<file path="src/pstx_regs.vh">
// Purpose: constants for the seven-to-one pixel link transmitter
// Assumes: 40 MHz reference clock, APB register access
// Notes: included by the serializer top only
//
// Overview of operation
// - input word is 28 bits: 8 red, 8 green, 8 blue, 4 control lines
// - four serial data lanes, each with positive and negative output
// - by default the word is captured on the falling pixel clock edge
// - strobe select high captures on rising edge; low or open, falling edge
// - power-down low puts all lane and clock outputs in high impedance
// - seven bit slots per lane each pixel period, tracked from the pixel clock
// - outputs stay idle while locking; toggling begins within 10 ms
// - power-down is accepted at any moment and stops all activity
// - outputs reach high impedance within 100 ns of power-down
`ifndef PSTX_REGS_VH
`define PSTX_REGS_VH

// ==========================================================
// register map (byte addresses)
`define PSTX_ADDR_CTRL 8'h00
`define PSTX_ADDR_STATUS 8'h04
`define PSTX_ADDR_FLAGS 8'h08
`define PSTX_ADDR_PERIOD 8'h0C
`define PSTX_CTRL_RESET 2'h1
`define PSTX_CTRL_ENABLE_BIT 0
`define PSTX_CTRL_HOLD_BIT 1
`define PSTX_FLAG_OVERFLOW_BIT 0
`define PSTX_FLAG_LOST_BIT 1
`define PSTX_FLAG_TIMEOUT_BIT 2

// ==========================================================
// word layout
`define PSTX_WORD_W 28
`define PSTX_RED_POS 0
`define PSTX_GREEN_POS 8
`define PSTX_BLUE_POS 16
`define PSTX_LINE_POS 24
`define PSTX_FRAME_POS 25
`define PSTX_VALID_POS 26
`define PSTX_SPARE_POS 27
`define PSTX_LANES 4
`define PSTX_SLOTS 7
`define PSTX_CLK_HIGH_SLOTS 4
`define PSTX_FIFO_DEPTH 8
`define PSTX_FIFO_AW 3

// ==========================================================
// timing
`define PSTX_REF_MHZ 40
`define PSTX_SHUTDOWN_DELAY_NS 100
`define PSTX_SHUTDOWN_DELAY_CYC ((`PSTX_SHUTDOWN_DELAY_NS * `PSTX_REF_MHZ) / 1000)
`define PSTX_TPLLS_MS 10
`define PSTX_TPLLS_CYC (`PSTX_TPLLS_MS * `PSTX_REF_MHZ * 1000)
`define PSTX_LOCK_EDGES 3'h4
`define PSTX_PERIOD_MAX 8'hF0

`endif

</file>
<file path="src/pstx_mem.v">
// Purpose: word store for the capture fifo
// Assumes: one write and one read port, same clock
// Notes: read data comes out of a register, one cycle after the address
`timescale 1ns/1ps
module pstx_mem #(
  parameter W = 28,
  parameter D = 8,
  parameter AW = 3
) (
  input wire i_clk,
  input wire i_arst_n,
  input wire i_we,
  input wire [AW-1:0] i_waddr,
  input wire [W-1:0] i_wdata,
  input wire [AW-1:0] i_raddr,
  output reg [W-1:0] o_rdata
);
  reg [W-1:0] mem [0:D-1];

  always @(posedge i_clk) begin
    if (i_we) begin
      mem[i_waddr] <= i_wdata;
    end
  end

  always @(posedge i_clk or negedge i_arst_n) begin
    if (!i_arst_n) begin
      o_rdata <= {W{1'b0}};
    end else begin
      o_rdata <= mem[i_raddr];
    end
  end
endmodule // pstx_mem

</file>
<file path="src/pstx_fifo.v">
// Purpose: capture fifo between pixel capture and serializer
// Assumes: depth is a power of two
// Notes: head is valid one cycle after any push or pop settles
`timescale 1ns/1ps
module pstx_fifo #(
  parameter W = 28,
  parameter D = 8,
  parameter AW = 3
) (
  input wire i_clk,
  input wire i_arst_n,
  input wire i_flush,
  input wire i_in_valid,
  output wire o_in_ready,
  input wire [W-1:0] i_in_data,
  output wire o_out_valid,
  input wire i_out_ready,
  output wire [W-1:0] o_out_data,
  output reg [AW:0] o_count
);
  localparam [AW:0] FULL = D[AW:0];
  reg [AW-1:0] wptr;
  reg [AW-1:0] rptr;
  reg settled;
  wire push;
  wire pop;

  assign o_in_ready = (o_count != FULL) && !i_flush;
  // registered read lags a pointer move by one cycle
  assign o_out_valid = (o_count != {(AW+1){1'b0}}) && settled && !i_flush;
  assign push = i_in_valid && o_in_ready;
  assign pop = o_out_valid && i_out_ready;

  always @(posedge i_clk or negedge i_arst_n) begin
    if (!i_arst_n) begin
      wptr <= {AW{1'b0}};
      rptr <= {AW{1'b0}};
      o_count <= {(AW+1){1'b0}};
      settled <= 1'b0;
    end else if (i_flush) begin
      wptr <= {AW{1'b0}};
      rptr <= {AW{1'b0}};
      o_count <= {(AW+1){1'b0}};
      settled <= 1'b0;
    end else begin
      settled <= !(push || pop);
      if (push) begin
        wptr <= wptr + {{(AW-1){1'b0}}, 1'b1};
      end
      if (pop) begin
        rptr <= rptr + {{(AW-1){1'b0}}, 1'b1};
      end
      if (push && !pop) begin
        o_count <= o_count + {{AW{1'b0}}, 1'b1};
      end else if (pop && !push) begin
        o_count <= o_count - {{AW{1'b0}}, 1'b1};
      end
    end
  end

  pstx_mem #(.W(W), .D(D), .AW(AW)) u_mem (
    .i_clk(i_clk),
    .i_arst_n(i_arst_n),
    .i_we(push),
    .i_waddr(wptr),
    .i_wdata(i_in_data),
    .i_raddr(rptr),
    .o_rdata(o_out_data)
  );
endmodule // pstx_fifo

</file>
<file path="src/pstx_serializer.v">
// Purpose: seven-to-one pixel link transmitter with APB status and control
// Assumes: pixel clock period is at least seven reference cycles
// Notes: one bit slot per reference cycle; spare cycles of a period idle low
`timescale 1ns/1ps
`include "pstx_regs.vh"
module pstx_serializer #(
  parameter P_LOCK_MAX_CYC = `PSTX_TPLLS_CYC
) (
  input wire i_ref_clk,
  input wire i_arst_n,
  input wire i_psel,
  input wire i_penable,
  input wire i_pwrite,
  input wire [7:0] i_paddr,
  input wire [31:0] i_pwdata,
  output reg [31:0] o_prdata,
  output wire o_pready,
  output wire o_pslverr,
  input wire i_pixel_clock_in,
  input wire i_strobe_edge_select,
  input wire i_power_down_n,
  input wire [7:0] i_red,
  input wire [7:0] i_green,
  input wire [7:0] i_blue,
  input wire i_line_sync,
  input wire i_frame_sync,
  input wire i_pixel_data_valid,
  input wire i_ctrl_spare,
  output wire [3:0] o_serial_lane_out_p,
  output wire [3:0] o_serial_lane_out_n,
  output reg o_serial_lane_oe,
  output reg o_forwarded_clock_out_p,
  output reg o_forwarded_clock_out_n,
  output reg o_forwarded_clock_oe
);
  localparam [1:0] ST_OFF = 2'd0;
  localparam [1:0] ST_ACQ = 2'd1;
  localparam [1:0] ST_LOCK = 2'd2;
  localparam [31:0] LOCK_LAST = P_LOCK_MAX_CYC - 1;
  localparam integer MIN_GAP_I = `PSTX_SLOTS - 1;
  localparam integer CLK_HIGH_I = `PSTX_CLK_HIGH_SLOTS;
  localparam [7:0] MIN_GAP = MIN_GAP_I[7:0];
  localparam [2:0] LAST_SLOT = MIN_GAP_I[2:0];
  localparam [2:0] CLK_HIGH = CLK_HIGH_I[2:0];

  // ==========================================================
  // input synchronisers
  reg [2:0] clk_sync;
  reg [1:0] sel_sync;
  reg [1:0] pd_sync;
  reg [`PSTX_WORD_W-1:0] data_s1;
  reg [`PSTX_WORD_W-1:0] data_s2;
  wire [`PSTX_WORD_W-1:0] in_word;

  assign in_word = {i_ctrl_spare, i_pixel_data_valid, i_frame_sync, i_line_sync,
                    i_blue, i_green, i_red};

  always @(posedge i_ref_clk or negedge i_arst_n) begin
    if (!i_arst_n) begin
      clk_sync <= 3'h0;
      sel_sync <= 2'h0;
      pd_sync <= 2'h0;
      data_s1 <= {`PSTX_WORD_W{1'b0}};
      data_s2 <= {`PSTX_WORD_W{1'b0}};
    end else begin
      clk_sync <= {clk_sync[1:0], i_pixel_clock_in};
      sel_sync <= {sel_sync[0], i_strobe_edge_select};
      pd_sync <= {pd_sync[0], i_power_down_n};
      data_s1 <= in_word;
      data_s2 <= data_s1;
    end
  end

  // ==========================================================
  // registers
  reg [1:0] ctrl;
  reg [2:0] flags;
  wire ctrl_enable;
  wire drain_hold;
  wire powered;
  wire rise;
  wire fall;
  wire strobe;

  assign ctrl_enable = ctrl[`PSTX_CTRL_ENABLE_BIT];
  assign drain_hold = ctrl[`PSTX_CTRL_HOLD_BIT];
  // pin path is sync stage pair plus oe flop: three cycles, inside the budget
  assign powered = pd_sync[1] && ctrl_enable;
  assign rise = clk_sync[1] && !clk_sync[2];
  assign fall = !clk_sync[1] && clk_sync[2];
  assign strobe = sel_sync[1] ? rise : fall;

  // ==========================================================
  // lock tracking of the pixel clock
  reg [1:0] state;
  reg [1:0] next_state;
  reg [7:0] period_cnt;
  reg [7:0] last_period;
  reg [2:0] good_edges;
  reg [31:0] wait_cnt;
  reg lost_evt;
  reg timeout_evt;
  wire gap_ok;
  wire gap_over;
  wire locked;

  assign gap_ok = (period_cnt >= MIN_GAP) && (period_cnt != `PSTX_PERIOD_MAX);
  assign gap_over = (period_cnt == `PSTX_PERIOD_MAX);
  assign locked = (state == ST_LOCK);

  always @* begin
    next_state = state;
    lost_evt = 1'b0;
    timeout_evt = 1'b0;
    case (state)
      ST_OFF: begin
        next_state = ST_ACQ;
      end
      ST_ACQ: begin
        if (wait_cnt == LOCK_LAST) begin
          timeout_evt = 1'b1;
        end
        if (strobe && gap_ok && (good_edges == `PSTX_LOCK_EDGES - 3'h1)) begin
          next_state = ST_LOCK;
        end
      end
      ST_LOCK: begin
        if ((strobe && !gap_ok) || gap_over) begin
          lost_evt = 1'b1;
          next_state = ST_ACQ;
        end
      end
      default: begin
        next_state = ST_OFF;
      end
    endcase
    if (!powered) begin
      next_state = ST_OFF;
    end
  end

  always @(posedge i_ref_clk or negedge i_arst_n) begin
    if (!i_arst_n) begin
      state <= ST_OFF;
      period_cnt <= 8'h00;
      last_period <= 8'h00;
      good_edges <= 3'h0;
      wait_cnt <= 32'h0000_0000;
    end else begin
      state <= next_state;
      if (!powered || strobe) begin
        period_cnt <= 8'h00;
      end else if (!gap_over) begin
        period_cnt <= period_cnt + 8'h01;
      end
      if (strobe) begin
        last_period <= period_cnt + 8'h01;
      end
      if (state != ST_ACQ) begin
        good_edges <= 3'h0;
      end else if (strobe) begin
        good_edges <= gap_ok ? good_edges + 3'h1 : 3'h0;
      end else if (gap_over) begin
        good_edges <= 3'h0;
      end
      if (state != ST_ACQ) begin
        wait_cnt <= 32'h0000_0000;
      end else if (wait_cnt != LOCK_LAST) begin
        wait_cnt <= wait_cnt + 32'h0000_0001;
      end
    end
  end

  // ==========================================================
  // capture fifo
  wire fifo_in_ready;
  wire fifo_out_valid;
  wire [`PSTX_WORD_W-1:0] fifo_out_data;
  wire [`PSTX_FIFO_AW:0] fifo_count;
  wire push_req;
  wire load;
  wire overflow_evt;

  assign push_req = strobe && locked;
  // head is taken at each strobe unless drain hold is set, so a word leaves one period after capture
  assign load = strobe && locked && !drain_hold && fifo_out_valid;
  assign overflow_evt = push_req && !fifo_in_ready;

  pstx_fifo #(.W(`PSTX_WORD_W), .D(`PSTX_FIFO_DEPTH), .AW(`PSTX_FIFO_AW)) u_fifo (
    .i_clk(i_ref_clk),
    .i_arst_n(i_arst_n),
    .i_flush(!locked),
    .i_in_valid(push_req),
    .o_in_ready(fifo_in_ready),
    .i_in_data(data_s2),
    .o_out_valid(fifo_out_valid),
    .i_out_ready(load),
    .o_out_data(fifo_out_data),
    .o_count(fifo_count)
  );

  // ==========================================================
  // serializer
  reg [2:0] slot;
  reg active;
  reg [3:0] lane_p;
  reg [3:0] lane_n;

  always @(posedge i_ref_clk or negedge i_arst_n) begin
    if (!i_arst_n) begin
      slot <= 3'h0;
      active <= 1'b0;
      o_forwarded_clock_out_p <= 1'b0;
      o_forwarded_clock_out_n <= 1'b1;
      o_serial_lane_oe <= 1'b0;
      o_forwarded_clock_oe <= 1'b0;
    end else begin
      o_serial_lane_oe <= powered;
      o_forwarded_clock_oe <= powered;
      if (!locked) begin
        active <= 1'b0;
        slot <= 3'h0;
        o_forwarded_clock_out_p <= 1'b0;
        o_forwarded_clock_out_n <= 1'b1;
      end else if (strobe) begin
        active <= 1'b1;
        slot <= 3'h1;
        o_forwarded_clock_out_p <= 1'b1;
        o_forwarded_clock_out_n <= 1'b0;
      end else if (active) begin
        active <= (slot != LAST_SLOT);
        slot <= slot + 3'h1;
        o_forwarded_clock_out_p <= (slot < CLK_HIGH) && (slot != LAST_SLOT);
        o_forwarded_clock_out_n <= !((slot < CLK_HIGH) && (slot != LAST_SLOT));
      end else begin
        o_forwarded_clock_out_p <= 1'b0;
        o_forwarded_clock_out_n <= 1'b1;
      end
    end
  end

  genvar ln;
  generate
    for (ln = 0; ln < `PSTX_LANES; ln = ln + 1) begin : g_lane
      reg [`PSTX_SLOTS-1:0] sr;
      always @(posedge i_ref_clk or negedge i_arst_n) begin
        if (!i_arst_n) begin
          sr <= {`PSTX_SLOTS{1'b0}};
          lane_p[ln] <= 1'b0;
          lane_n[ln] <= 1'b1;
        end else if (!locked) begin
          sr <= {`PSTX_SLOTS{1'b0}};
          lane_p[ln] <= 1'b0;
          lane_n[ln] <= 1'b1;
        end else if (strobe) begin
          // lane ln, slot s carries word bit ln*7+s; empty fifo sends zeros
          sr <= load ? fifo_out_data[ln*`PSTX_SLOTS +: `PSTX_SLOTS] : {`PSTX_SLOTS{1'b0}};
          lane_p[ln] <= load && fifo_out_data[ln*`PSTX_SLOTS];
          lane_n[ln] <= !(load && fifo_out_data[ln*`PSTX_SLOTS]);
        end else if (active && (slot <= LAST_SLOT)) begin
          lane_p[ln] <= sr[slot];
          lane_n[ln] <= !sr[slot];
        end else begin
          lane_p[ln] <= 1'b0;
          lane_n[ln] <= 1'b1;
        end
      end
    end
  endgenerate

  assign o_serial_lane_out_p = lane_p;
  assign o_serial_lane_out_n = lane_n;

  // ==========================================================
  // apb slave
  wire wr;
  wire setup;
  wire hit;
  reg [31:0] rd_mux;

  assign wr = i_psel && i_penable && i_pwrite;
  assign setup = i_psel && !i_penable;
  assign hit = (i_paddr == `PSTX_ADDR_CTRL) || (i_paddr == `PSTX_ADDR_STATUS) ||
               (i_paddr == `PSTX_ADDR_FLAGS) || (i_paddr == `PSTX_ADDR_PERIOD);
  assign o_pready = 1'b1;
  assign o_pslverr = i_psel && i_penable && !hit;

  always @* begin
    rd_mux = 32'h0000_0000;
    case (i_paddr)
      `PSTX_ADDR_CTRL: rd_mux = {30'h0000_0000, ctrl};
      `PSTX_ADDR_STATUS: rd_mux = {24'h00_0000, fifo_count, 1'b0, sel_sync[1], !pd_sync[1], locked};
      `PSTX_ADDR_FLAGS: rd_mux = {29'h0000_0000, flags};
      `PSTX_ADDR_PERIOD: rd_mux = {24'h00_0000, last_period};
      default: rd_mux = 32'h0000_0000;
    endcase
  end

  always @(posedge i_ref_clk or negedge i_arst_n) begin
    if (!i_arst_n) begin
      ctrl <= `PSTX_CTRL_RESET;
      flags <= 3'h0;
      o_prdata <= 32'h0000_0000;
    end else begin
      if (setup) begin
        o_prdata <= rd_mux;
      end
      if (wr && (i_paddr == `PSTX_ADDR_CTRL)) begin
        ctrl <= i_pwdata[1:0];
      end
      // write one to clear; a new event in the same cycle wins
      flags <= (flags & ~((wr && (i_paddr == `PSTX_ADDR_FLAGS)) ? i_pwdata[2:0] : 3'h0)) |
               {timeout_evt, lost_evt, overflow_evt};
    end
  end
endmodule // pstx_serializer

</file>
<file path="config.mk">
export PLATFORM = sky130hd
export DESIGN_NAME = pstx_serializer
export DESIGN_NICKNAME = d
export VERILOG_FILES = /design/src/pstx_mem.v /design/src/pstx_fifo.v /design/src/pstx_serializer.v
export VERILOG_INCLUDE_DIRS = /design/src
export SDC_FILE = /design/constraint.sdc
export NUM_CORES = 1
export LEC_CHECK = 0
export ABC_CLOCK_PERIOD_IN_PS = 5200
export BUFFER_PORTS_ARGS = -buffer_cell sky130_fd_sc_hd__buf_2
export CAP_MARGIN = 0
export CORE_MARGIN = 5
export CORE_UTILIZATION = 50
export CTS_CLUSTER_DIAMETER = 80
export CTS_CLUSTER_SIZE = 14
export DETAILED_ROUTE_END_ITERATION = 10
export PLACE_DENSITY = 0.76
export SLEW_MARGIN = 5
export SYNTH_ARGS = -nofsm -noshare
export SYNTH_HDL_FRONTEND = slang
export SYNTH_HIERARCHICAL = 1
export SYNTH_SLANG_ARGS = --single-unit
</file>
<file path="constraint.sdc">
create_clock -name i_ref_clk -period 5.2 [get_ports i_ref_clk]
set_clock_uncertainty 0.1 [all_clocks]
set_input_delay 0.52 -clock i_ref_clk [delete_from_list [all_inputs] [get_ports i_ref_clk]]
set_output_delay 0.52 -clock i_ref_clk [all_outputs]
set_load 0.02 [all_outputs]
</file>
==> results.cfg, run 1 <==
[outcome]
run_status = complete, no violations

[placed_design]
dp_hpwl_um = 17800
placedCellCount = 1505
gp_congestion = 0.846
portBuffers = 67

[global_routing]
grt_max_degree = 107
track_usage_pct = 16.9
grt_pass1_vias = 9122
grt_pass1_wl_um = 51200
grt-busiest-layer = met2
grt_antenna_before_repair = 0
gr-usage-met1_pct = 23.7
met2_usage_pct = 27.9
grtUsageMet3_pct = 2.71
overflow = 0

[clocking]
h-tree-depth = 2
clkSinkCount = 435
insertion_delay_ps = 530
cts_inserted_buffers = 37
root_buffer = clkbuf_16
holdBufCountCts = 31
clk_pin_slew_worst_paths_ps = 70
cts_tree = done
cts_setup_buffers = 0
clock_tree.buffer_depth = 3
cts_resized = 0

[setup_path]
critical_path.cell_chain = nor3b_1 > nor2_1 > buf_4 > nor4b_4 > buf_4 > nand2_2 > ha_1 > inv_1 > ha_1 > a21o_2 > a21oi_2 > mux2i_1 > mux2_2
cp_data_arrival_time_ps = 4140
path_buf_inv = 3
path_class = reg2reg
end_kind = flop
startpoint = clk_sync[1]
worstSetupEndpoint = u_fifo/o_count[3]
crit_fanout = 38
cp-start-kind = flop
worstSetupPathDepth = 13
r2r_cells = 13
r2r-end = u_fifo/o_count[3]
reg2reg_from = clk_sync[1]
crit_required_ps = 5510
critical_path.max_stage_delay_ps = 410
path_delay_family = simple AND/OR/NAND/NOR gates
crit_slowest_cell = buf_4
r2r_slack_ps = 1370

[sta]
finalSetupViolCount = 0
hold_viol = 0
tns_ps = 0
worst_pin_slew_ps = 1050
slew_violations = 0
rsz0062_at_grt = false
fmax_mhz = 261
fin_crit_ps = 3830
slew_headroom_pct = 30.3
fin_crit_sh_pct = 73.7

[power]
ir_drop_v = 0.000312
leakagePower_nw = 7.06
powerDensity_nw_per_um2 = 334

[logic_synthesis]
synth_top_cell_area_share_pct = 39.7
synth_edf_count = 224
ys_seq_elements = 435
yosysWarningCount = 6
async_flop_share_pct = 48.5
synthTopCellsByArea = edfxtp_1 (40%), dfrtp_1 (30%), mux4_2 (7.4%)
synth_area_um2 = 17000
yosysSeqAreaShare_pct = 70.9
syn_avg_cell_area_um2 = 16.6
syn_inst = 1023
yosysTopAreaCell = edfxtp_1
ys.flop_type = edfxtp_1
ys_types = 67

[hold_path]
min_path_type = in2reg
hold_depth = 1

[route]
vias = 8919
post-route-drc-count = 0
vias_per_cell = 5.56
routed_wl_um = 31600
firstDrtPassIters = 5
ant_nets = 0
dr.first_iter.drc_count = 699
avgRoutedWirePerCell_um = 19.7

[final_layout]
area_growth_pct = 12.6
drive_gt1_share_pct = 21.9
area.sequential_um2 = 12000
stdcell_count = 1604
fin_nets = 1217
multi_input_area_um2 = 4570
fillers = 2599
diodes = 0

[die]
initial_utilization_pct = 50.6
num_rows = 67
io-pin-count = 122
coreArea_um2 = 33500
die_area_um2 = 37700
die_x_um = 194
dieHeight_um = 194

[run]
cap_violations = 0
## worst min path at each step
stage	start	to	slack (ps)
2_1_floorplan	i_arst_n	active	120
3_3_place_gp	data_s1[3]	data_s2[3]	230
3_5_place_dp	data_s1[19]	data_s2[19]	230
4_1_cts	i_green[0]	data_s1[8]	3
5_1_grt	i_green[0]	data_s1[8]	6
6_report	i_green[0]	data_s1[8]	20
## area by class of cell
class / instances / area share (%)
clock buffers: 64 / 5.49
clock inverters: 4 / 0.275
inverters: 19 / 0.374
multi-input cells: 520 / 23.9
flip-flops and latches: 435 / 63.0
well taps: 448 / 2.94
repair buffers: 114 / 4.06
## worst register-to-register path, stage by stage, from the launching register on
cell     delay (ps)
dfrtp_1         390
nor3b_1         360
nor2_1          240
buf_4           220
nor4b_4         240
buf_4           410
nand2_2         180
ha_1            270
inv_1           120
ha_1            250
a21o_2          220
a21oi_2         140
mux2i_1         230
mux2_2          350
## metrics by stage
| step | total power, W | setup WS, ps | hold WS (ps) | cell area, um^2 | utilization, % |
|---|---|---|---|---|---|
| after global routing | 0.00661 | 1070 | 5.98 | 19100 | 56.9 |
| after floorplan | 0.00380 | 1250 | 124 | 17000 | - |
| final | 0.00637 | 1370 | 15.6 | 19100 | 56.9 |
| after CTS | 0.00644 | 1400 | 3.11 | 19100 | 56.9 |
| after global placement | 0.00386 | 1480 | 231 | 17700 | 52.7 |
| after detailed placement | 0.00386 | 1410 | 235 | 17700 | 52.7 |
## Yosys cell counts, drive strengths merged (7+ instances only)
cell type / count
edfxtp: 224
dfrtp: 205
mux4: 62
nand2: 58
nor2: 49
buf: 47
mux2: 34
a22o: 32
a21oi: 27
clkbuf: 25
mux2i: 21
inv: 19
nand3: 19
o21ai: 15
nand2b: 14
nor4: 14
xnor2: 14
ha: 13
nand4: 12
nor3: 10
or4: 10
a31oi: 7
## cells by family (layout without fill, tap and decap cells)
kind of cell / after synthesis / in the layout / share of synthesized area, %
AO/OA/AOI/OAI: 115 / 115 / 4.88
multiplexers: 117 / 117 / 11.9
flip-flops: 435 / 435 / 70.9
AND/OR/NAND/NOR: 230 / 230 / 7.37
adder cells (fa/ha/maj): 14 / 14 / 1.08
other: 2 / 25 / 0.0443
XOR/XNOR: 19 / 19 / 0.981
buffers and inverters: 91 / 201 / 2.91
## flip-flops by register name, indices dropped and copies added, names as in the netlist, 4 cells and up
name	flops
u_fifo/u_mem/mem	224
wait_cnt	32
data_s1	28
data_s2	28
g_lane.sr	28
u_fifo/u_mem/o_rdata	28
last_period	8
o_prdata	8
period_cnt	8
o_serial_lane_out_n	4
o_serial_lane_out_p	4
u_fifo/o_count	4
## power by group
group	leakage [nW]	internal, W	switching, W
registers	4.70	0.00366	0.0000340
clock network	0.520	0.00139	0.00117
logic	1.84	0.0000412	0.0000754
## per-layer routing
metal	wire (um)	vias up
met5	0	-
met1	13700	4618
met4	594	0
met3	1360	42
li1	-	4043
met2	15900	216
## placed cells by master, fill, tap and decap left out, types with 5 or more instances in the layout
cell and n:
or3_1 5, buf_2 66, nor4_1 13, mux4_1 6, nand3_1 17, nor2b_1 6
mux2i_1 21, nor2_1 43, dlygate4sd3_1 31, ha_1 13, nand2b_1 14, and3_1 5
mux4_2 56, a22o_1 32, nor3_1 7, clkbuf_16 38, clkbuf_1 26, conb_1 25
edfxtp_1 224, nand4_1 11, o31ai_1 6, nor2_2 6, and4_1 5, a31oi_1 7
or4_1 10, xnor2_1 14, or2_2 6, nand2_1 55, dfstp_2 6, mux2_2 33
o21ai_0 15, buf_4 16, dfrtp_1 202, xor2_1 5, o211ai_1 5, inv_1 18
a21oi_1 25
No activity file was read; power rests on OpenSTA's default activity.
==> inputs of run 2 (changes only) <==
- ABC_CLOCK_PERIOD_IN_PS: 5200 -> 3900
- clock period: 5.2 -> 3.9 ns (I/O delays scaled with it)
==> run 2 against run 1 <==
Against the previous run:
- combinational power up 36%
- sequential share of layout area shrank 0.21 points
- flip-flop and latch count unchanged
- worst setup slack lost 900 ps
- die area unchanged
- routed wire length rose by 2.2%
- fmax up 12%
- final area rose by 0.33%
- worst hold slack improved by 13 ps
- sequential power is 33% higher
==> results.cfg, run 2 (synthesis results as in run 1) <==
[outcome]
run_status = complete, no violations

[route]
routed_wl_um = 32300
post-route-drc-count = 0
vias = 8918
ant_nets = 0
avgRoutedWirePerCell_um = 20.1
firstDrtPassIters = 4
vias_per_cell = 5.55
dr.first_iter.drc_count = 609

[final_layout]
stdcell_count = 1607
largest_register_ffs = 224
fin_area_um2 = 19200
top_register = u_fifo/u_mem/mem
drive_gt1_share_pct = 21.9
multi_input_area_um2 = 4580
diodes = 0
fillers = 2504
final_core_util_pct = 57.1
area.sequential_um2 = 12000
largestRegisters = u_fifo/u_mem/mem: 224 flops, wait_cnt: 32 flops
area_growth_pct = 13.0
layout_common_cells = edfxtp_1 (224), dfrtp_1 (203), buf_2 (66), mux4_2 (56), nand2_1 (55)
fin_nets = 1220
layout_commonest_cell = edfxtp_1

[global_routing]
overflow = 0
grtUsageMet3_pct = 3.04
grt_pass1_vias = 9358
track_usage_pct = 17.3
grt-busiest-layer = met2
grt_max_degree = 111
grt_antenna_before_repair = 0
grt_pass1_wl_um = 52500
met2_usage_pct = 29.3
gr-usage-met1_pct = 24.0

[placed_design]
placedCellCount = 1507
portBuffers = 67
gp_congestion = 0.863
post_dp_cell_area_um2 = 17700
dp_hpwl_um = 18600

[hold_path]
min_path_type = in2reg

[sta]
slew_headroom_pct = 32.4
finalSetupViolCount = 0
tns_ps = 0
fmax_mhz = 292
fin_crit_ps = 3430
hold_viol = 0
hold_slack_ps = 28.8
worst_pin_slew_ps = 1010
rsz0062_at_grt = false
fin_crit_sh_pct = 87.9
slew_violations = 0

[die]
num_rows = 67
die_area_um2 = 37700
dieHeight_um = 194
coreArea_um2 = 33500
io-pin-count = 122
initial_utilization_pct = 50.6
die_x_um = 194

[clocking]
cts_inserted_buffers = 37
insertion_delay_ps = 530
clk_pin_slew_worst_paths_ps = 70
cts_tree = done
clkSinkCount = 435
root_buffer = clkbuf_16
clock_tree.buffer_depth = 3
h-tree-depth = 2

[power]
leakagePower_nw = 7.08
ir_drop_v = 0.000346
powerDensity_nw_per_um2 = 444

[setup_path]
crit_fanout = 23
cp-start-kind = flop
path_class = reg2reg
end_kind = flop
crit_required_ps = 4210
cp_data_arrival_time_ps = 3740

[run]
cap_violations = 0
-- run 2: power breakdown --
part	switching [W]	internal, W	leakage [nW]	total, W
registers	0.0000450	0.00488	4.70	0.00492
clock network	0.00158	0.00185	0.524	0.00343
logic	0.000102	0.0000563	1.85	0.000159
total	0.00173	0.00679	7.08	0.00851
-- run 2: what timing repair did --
action,4_1_cts,5_1_grt
gates resized for setup,0,0
buffers inserted,0,0
endpoints found under the hold margin,135,0
hold buffers,32,0
-- run 2: metal layers --
layer | wire length, um | up-vias | part of all wire, %
met5 | 0 | - | 0
met4 | 517 | 0 | 1.6
met3 | 1700 | 34 | 5.3
met2 | 16300 | 245 | 50
met1 | 13800 | 4576 | 43
li1 | - | 4063 | -
-- run 2: area by class of cell --
type,instances,share of cell area [%]
clock buffer,64,5.47
clock inverter,4,0.281
inverter,19,0.372
multi-input combinational,520,23.9
sequential,435,62.7
tap,448,2.93
timing repair buffer,117,4.31
-- run 2: worst max-delay path, stage by stage (launching register included) --
cell	delay [ps]
dfrtp_1	410
and2b_1	330
inv_2	220
nor3b_2	320
nor4b_4	280
nand2_2	150
ha_1	260
inv_1	110
ha_1	240
a21o_2	220
a21oi_2	150
mux2i_1	200
mux2_2	340
-- run 2: final timing paths --
check                            start  cells past startpoint  slack (ps)                 to
min reg2reg                data_s1[13]                      0         240        data_s2[13]
max reg2reg                   state[0]                     12         470  u_fifo/o_count[3]
min in group asynchronous     i_arst_n                      2         410         pd_sync[1]
max in group asynchronous     i_arst_n                      3        2230         data_s2[3]
min                        i_pwdata[0]                      2          30            ctrl[0]
max                           state[0]                     12         470  u_fifo/o_count[3]
-- run 2: per-stage QoR --
step | power [W] | setup slack, ps
after floorplan | 0.00507 | 504
after global placement | 0.00515 | 592
after detailed placement | 0.00515 | 497
after CTS | 0.00860 | 455
after global routing | 0.00881 | 308
final | 0.00851 | 473
==> inputs of run 3 (changes only) <==
- BUFFER_PORTS_ARGS: -buffer_cell sky130_fd_sc_hd__buf_2 -> not set
- CELL_PAD_IN_SITES_DETAIL_PLACEMENT: not set -> 1
- CELL_PAD_IN_SITES_GLOBAL_PLACEMENT: not set -> 1
- DONT_BUFFER_PORTS: not set -> 1
- PLACE_DENSITY: 0.76 -> 0.82
==> run 3 against run 2 <==
Against the previous run:
- the flow now finishes with violations (hold timing)
- largest power group unchanged
- highest routed layer unchanged
- routed wire length is 13% higher
- critical path depth is 1 higher
- global-route usage is 2.2 points higher
==> results.cfg, run 3 (synthesis results as in run 1) <==
[placed_design]
place_ws_ps = 684
placedCellCount = 1439
dp_hpwl_um = 21500
portBuffers = 0
post_dp_cell_area_um2 = 17400
gp_congestion = 0.756

[die]
num_rows = 67
coreArea_um2 = 33500
die_area_um2 = 37700
io-pin-count = 122
dieHeight_um = 194
die_x_um = 194
initial_utilization_pct = 50.6

[sta]
hold_slack_ps = -560
fin_crit_ps = 3200
slew_headroom_pct = 21.8
worst_pin_slew_ps = 1170
fin_crit_sh_pct = 82.0
hold_viol = 211
rsz0062_at_grt = false
slew_violations = 0
finalWorstSetupSlack_ps = 700
fmax_mhz = 313
finalSetupViolCount = 0
tns_ps = 0

[clocking]
cts_resized = 0
insertion_delay_ps = 550
cts_tree = done
holdBufCountCts = 35
h-tree-depth = 2
clk_pin_slew_worst_paths_ps = 70
clock_tree.buffer_depth = 3
root_buffer = clkbuf_16
cts_inserted_buffers = 37
clkSinkCount = 435
cts_setup_buffers = 0

[final_layout]
top_register = u_fifo/u_mem/mem
fin_area_um2 = 18900
drive_gt1_share_pct = 16.9
layout_common_cells = edfxtp_1 (224), dfrtp_1 (203), mux4_2 (56), nand2_1 (55), nor2_1 (43)
area_growth_pct = 11.3
layout_commonest_cell = edfxtp_1
fillers = 3066
largestRegisters = u_fifo/u_mem/mem: 224 flops, wait_cnt: 32 flops
fin_nets = 1155
largest_register_ffs = 224
stdcell_count = 1541
diodes = 0

[global_routing]
grt_pass1_vias = 9902
grt_pass1_wl_um = 58400
grt_max_degree = 212
overflow = 0
grt_antenna_before_repair = 0
track_usage_pct = 19.5

[run]
cap_violations = 0

[power]
ir_drop_v = 0.000401
leakagePower_nw = 6.81
combPwrFrac_pct = 1.1
internal_power_w = 0.00674
powerDensity_nw_per_um2 = 449
switching_power_w = 0.00174
seq_power_share_pct = 58.1
p_sw_share_pct = 20.5
p_clk_share_pct = 40.8

[route]
post-route-drc-count = 0
vias = 8987
firstDrtPassIters = 5
routed_wl_um = 36400
dr.first_iter.drc_count = 571
vias_per_cell = 5.83
avgRoutedWirePerCell_um = 23.6
ant_nets = 0

[setup_path]
end_kind = flop
crit_required_ps = 4230
cp-start-kind = flop
reg2reg_from = state[0]
r2r-end = u_fifo/o_count[3]
path_buf_inv = 4
startpoint = state[0]
r2r_cells = 13
r2r_slack_ps = 700
path_delay_family = simple AND/OR/NAND/NOR gates
worstSetupEndpoint = u_fifo/o_count[3]
crit_slowest_cell = dfrtp_1
worstSetupPathDepth = 13
path_class = reg2reg
cp_data_arrival_time_ps = 3530
critical_path.cell_chain = and2b_1 > inv_2 > buf_4 > nor2_1 > nand2_2 > inv_1 > ha_1 > inv_1 > ha_1 > a21o_2 > a21oi_2 > mux2i_1 > mux2_2
critical_path.max_stage_delay_ps = 410
crit_fanout = 22

[hold_path]
min_path_type = in2async

[outcome]
run_status = finished with violations
violations = hold timing
==> run 3: changes by cell type in the layout (fill, tap and decap cells not counted), sizes merged <==
cell / previous run / this run
dlygate4sd3: 32 / 35
inv: 21 / 20
clkbuf: 64 / 63
clkinv: 2 / 3
buf: 85 / 17
==> run 3: worst min-delay path by stage <==
| stage | to | cells after the start | slack [ps] | start |
|---|---|---|---|---|
| after global placement | o_prdata[6] | 0 | 4 | i_arst_n |
| final | o_prdata[4] | 0 | -560 | i_arst_n |
| after global routing | o_prdata[4] | 0 | -590 | i_arst_n |
| after floorplan | active | 0 | -6 | i_arst_n |
| after detailed placement | o_prdata[4] | 0 | 4 | i_arst_n |
| after CTS | pd_sync[1] | 0 | -580 | i_arst_n |
==> run 3: through the flow <==
step	util, %	power [W]	hold slack, ps
2_1_floorplan	-	0.00507	-5.59
4_1_cts	56.3	0.00856	-583
5_1_grt	56.3	0.00880	-586
6_report	56.3	0.00848	-560
3_5_place_dp	51.9	0.00508	4.21
3_3_place_gp	51.9	0.00507	4.37
==> run 3: layout make-up <==
type	instances	area, um^2	area share [%]
Sequential cell	435	12000	63.7
Tap cell	448	561	2.97
Multi-Input combinational cell	520	4580	24.3
Timing Repair Buffer	52	541	2.86
Clock buffer	63	1020	5.42
Clock inverter	4	82.6	0.437
Inverter	19	71.3	0.378
==> run 3: worst reg2reg max path, cell delays in order, from the launching register on <==
cell     delay, ps
dfrtp_1        410
and2b_1        310
inv_2           60
buf_4          210
nor2_1         190
nand2_2        110
inv_1          140
ha_1           240
inv_1          100
ha_1           270
a21o_2         220
a21oi_2        150
mux2i_1        220
mux2_2         350
==> run 3: metal layers <==
metal	track usage, %	wire length [um]	vias to the layer above
met2	32.9	18600	205
met1	26.5	15200	4803
li1	-	-	3917
met5	0	0	-
met3	3.09	1610	62
met4	5.78	999	0
==> run 3: power by group through the flow <==
stage	Clock, W	Sequential [W]	Combinational (W)
after floorplan	0	0.00500	0.0000734
after global placement	0	0.00501	0.0000601
after detailed placement	0	0.00502	0.0000622
after CTS	0.00355	0.00492	0.0000924
after global routing	0.00377	0.00493	0.000102
final	0.00346	0.00492	0.0000939
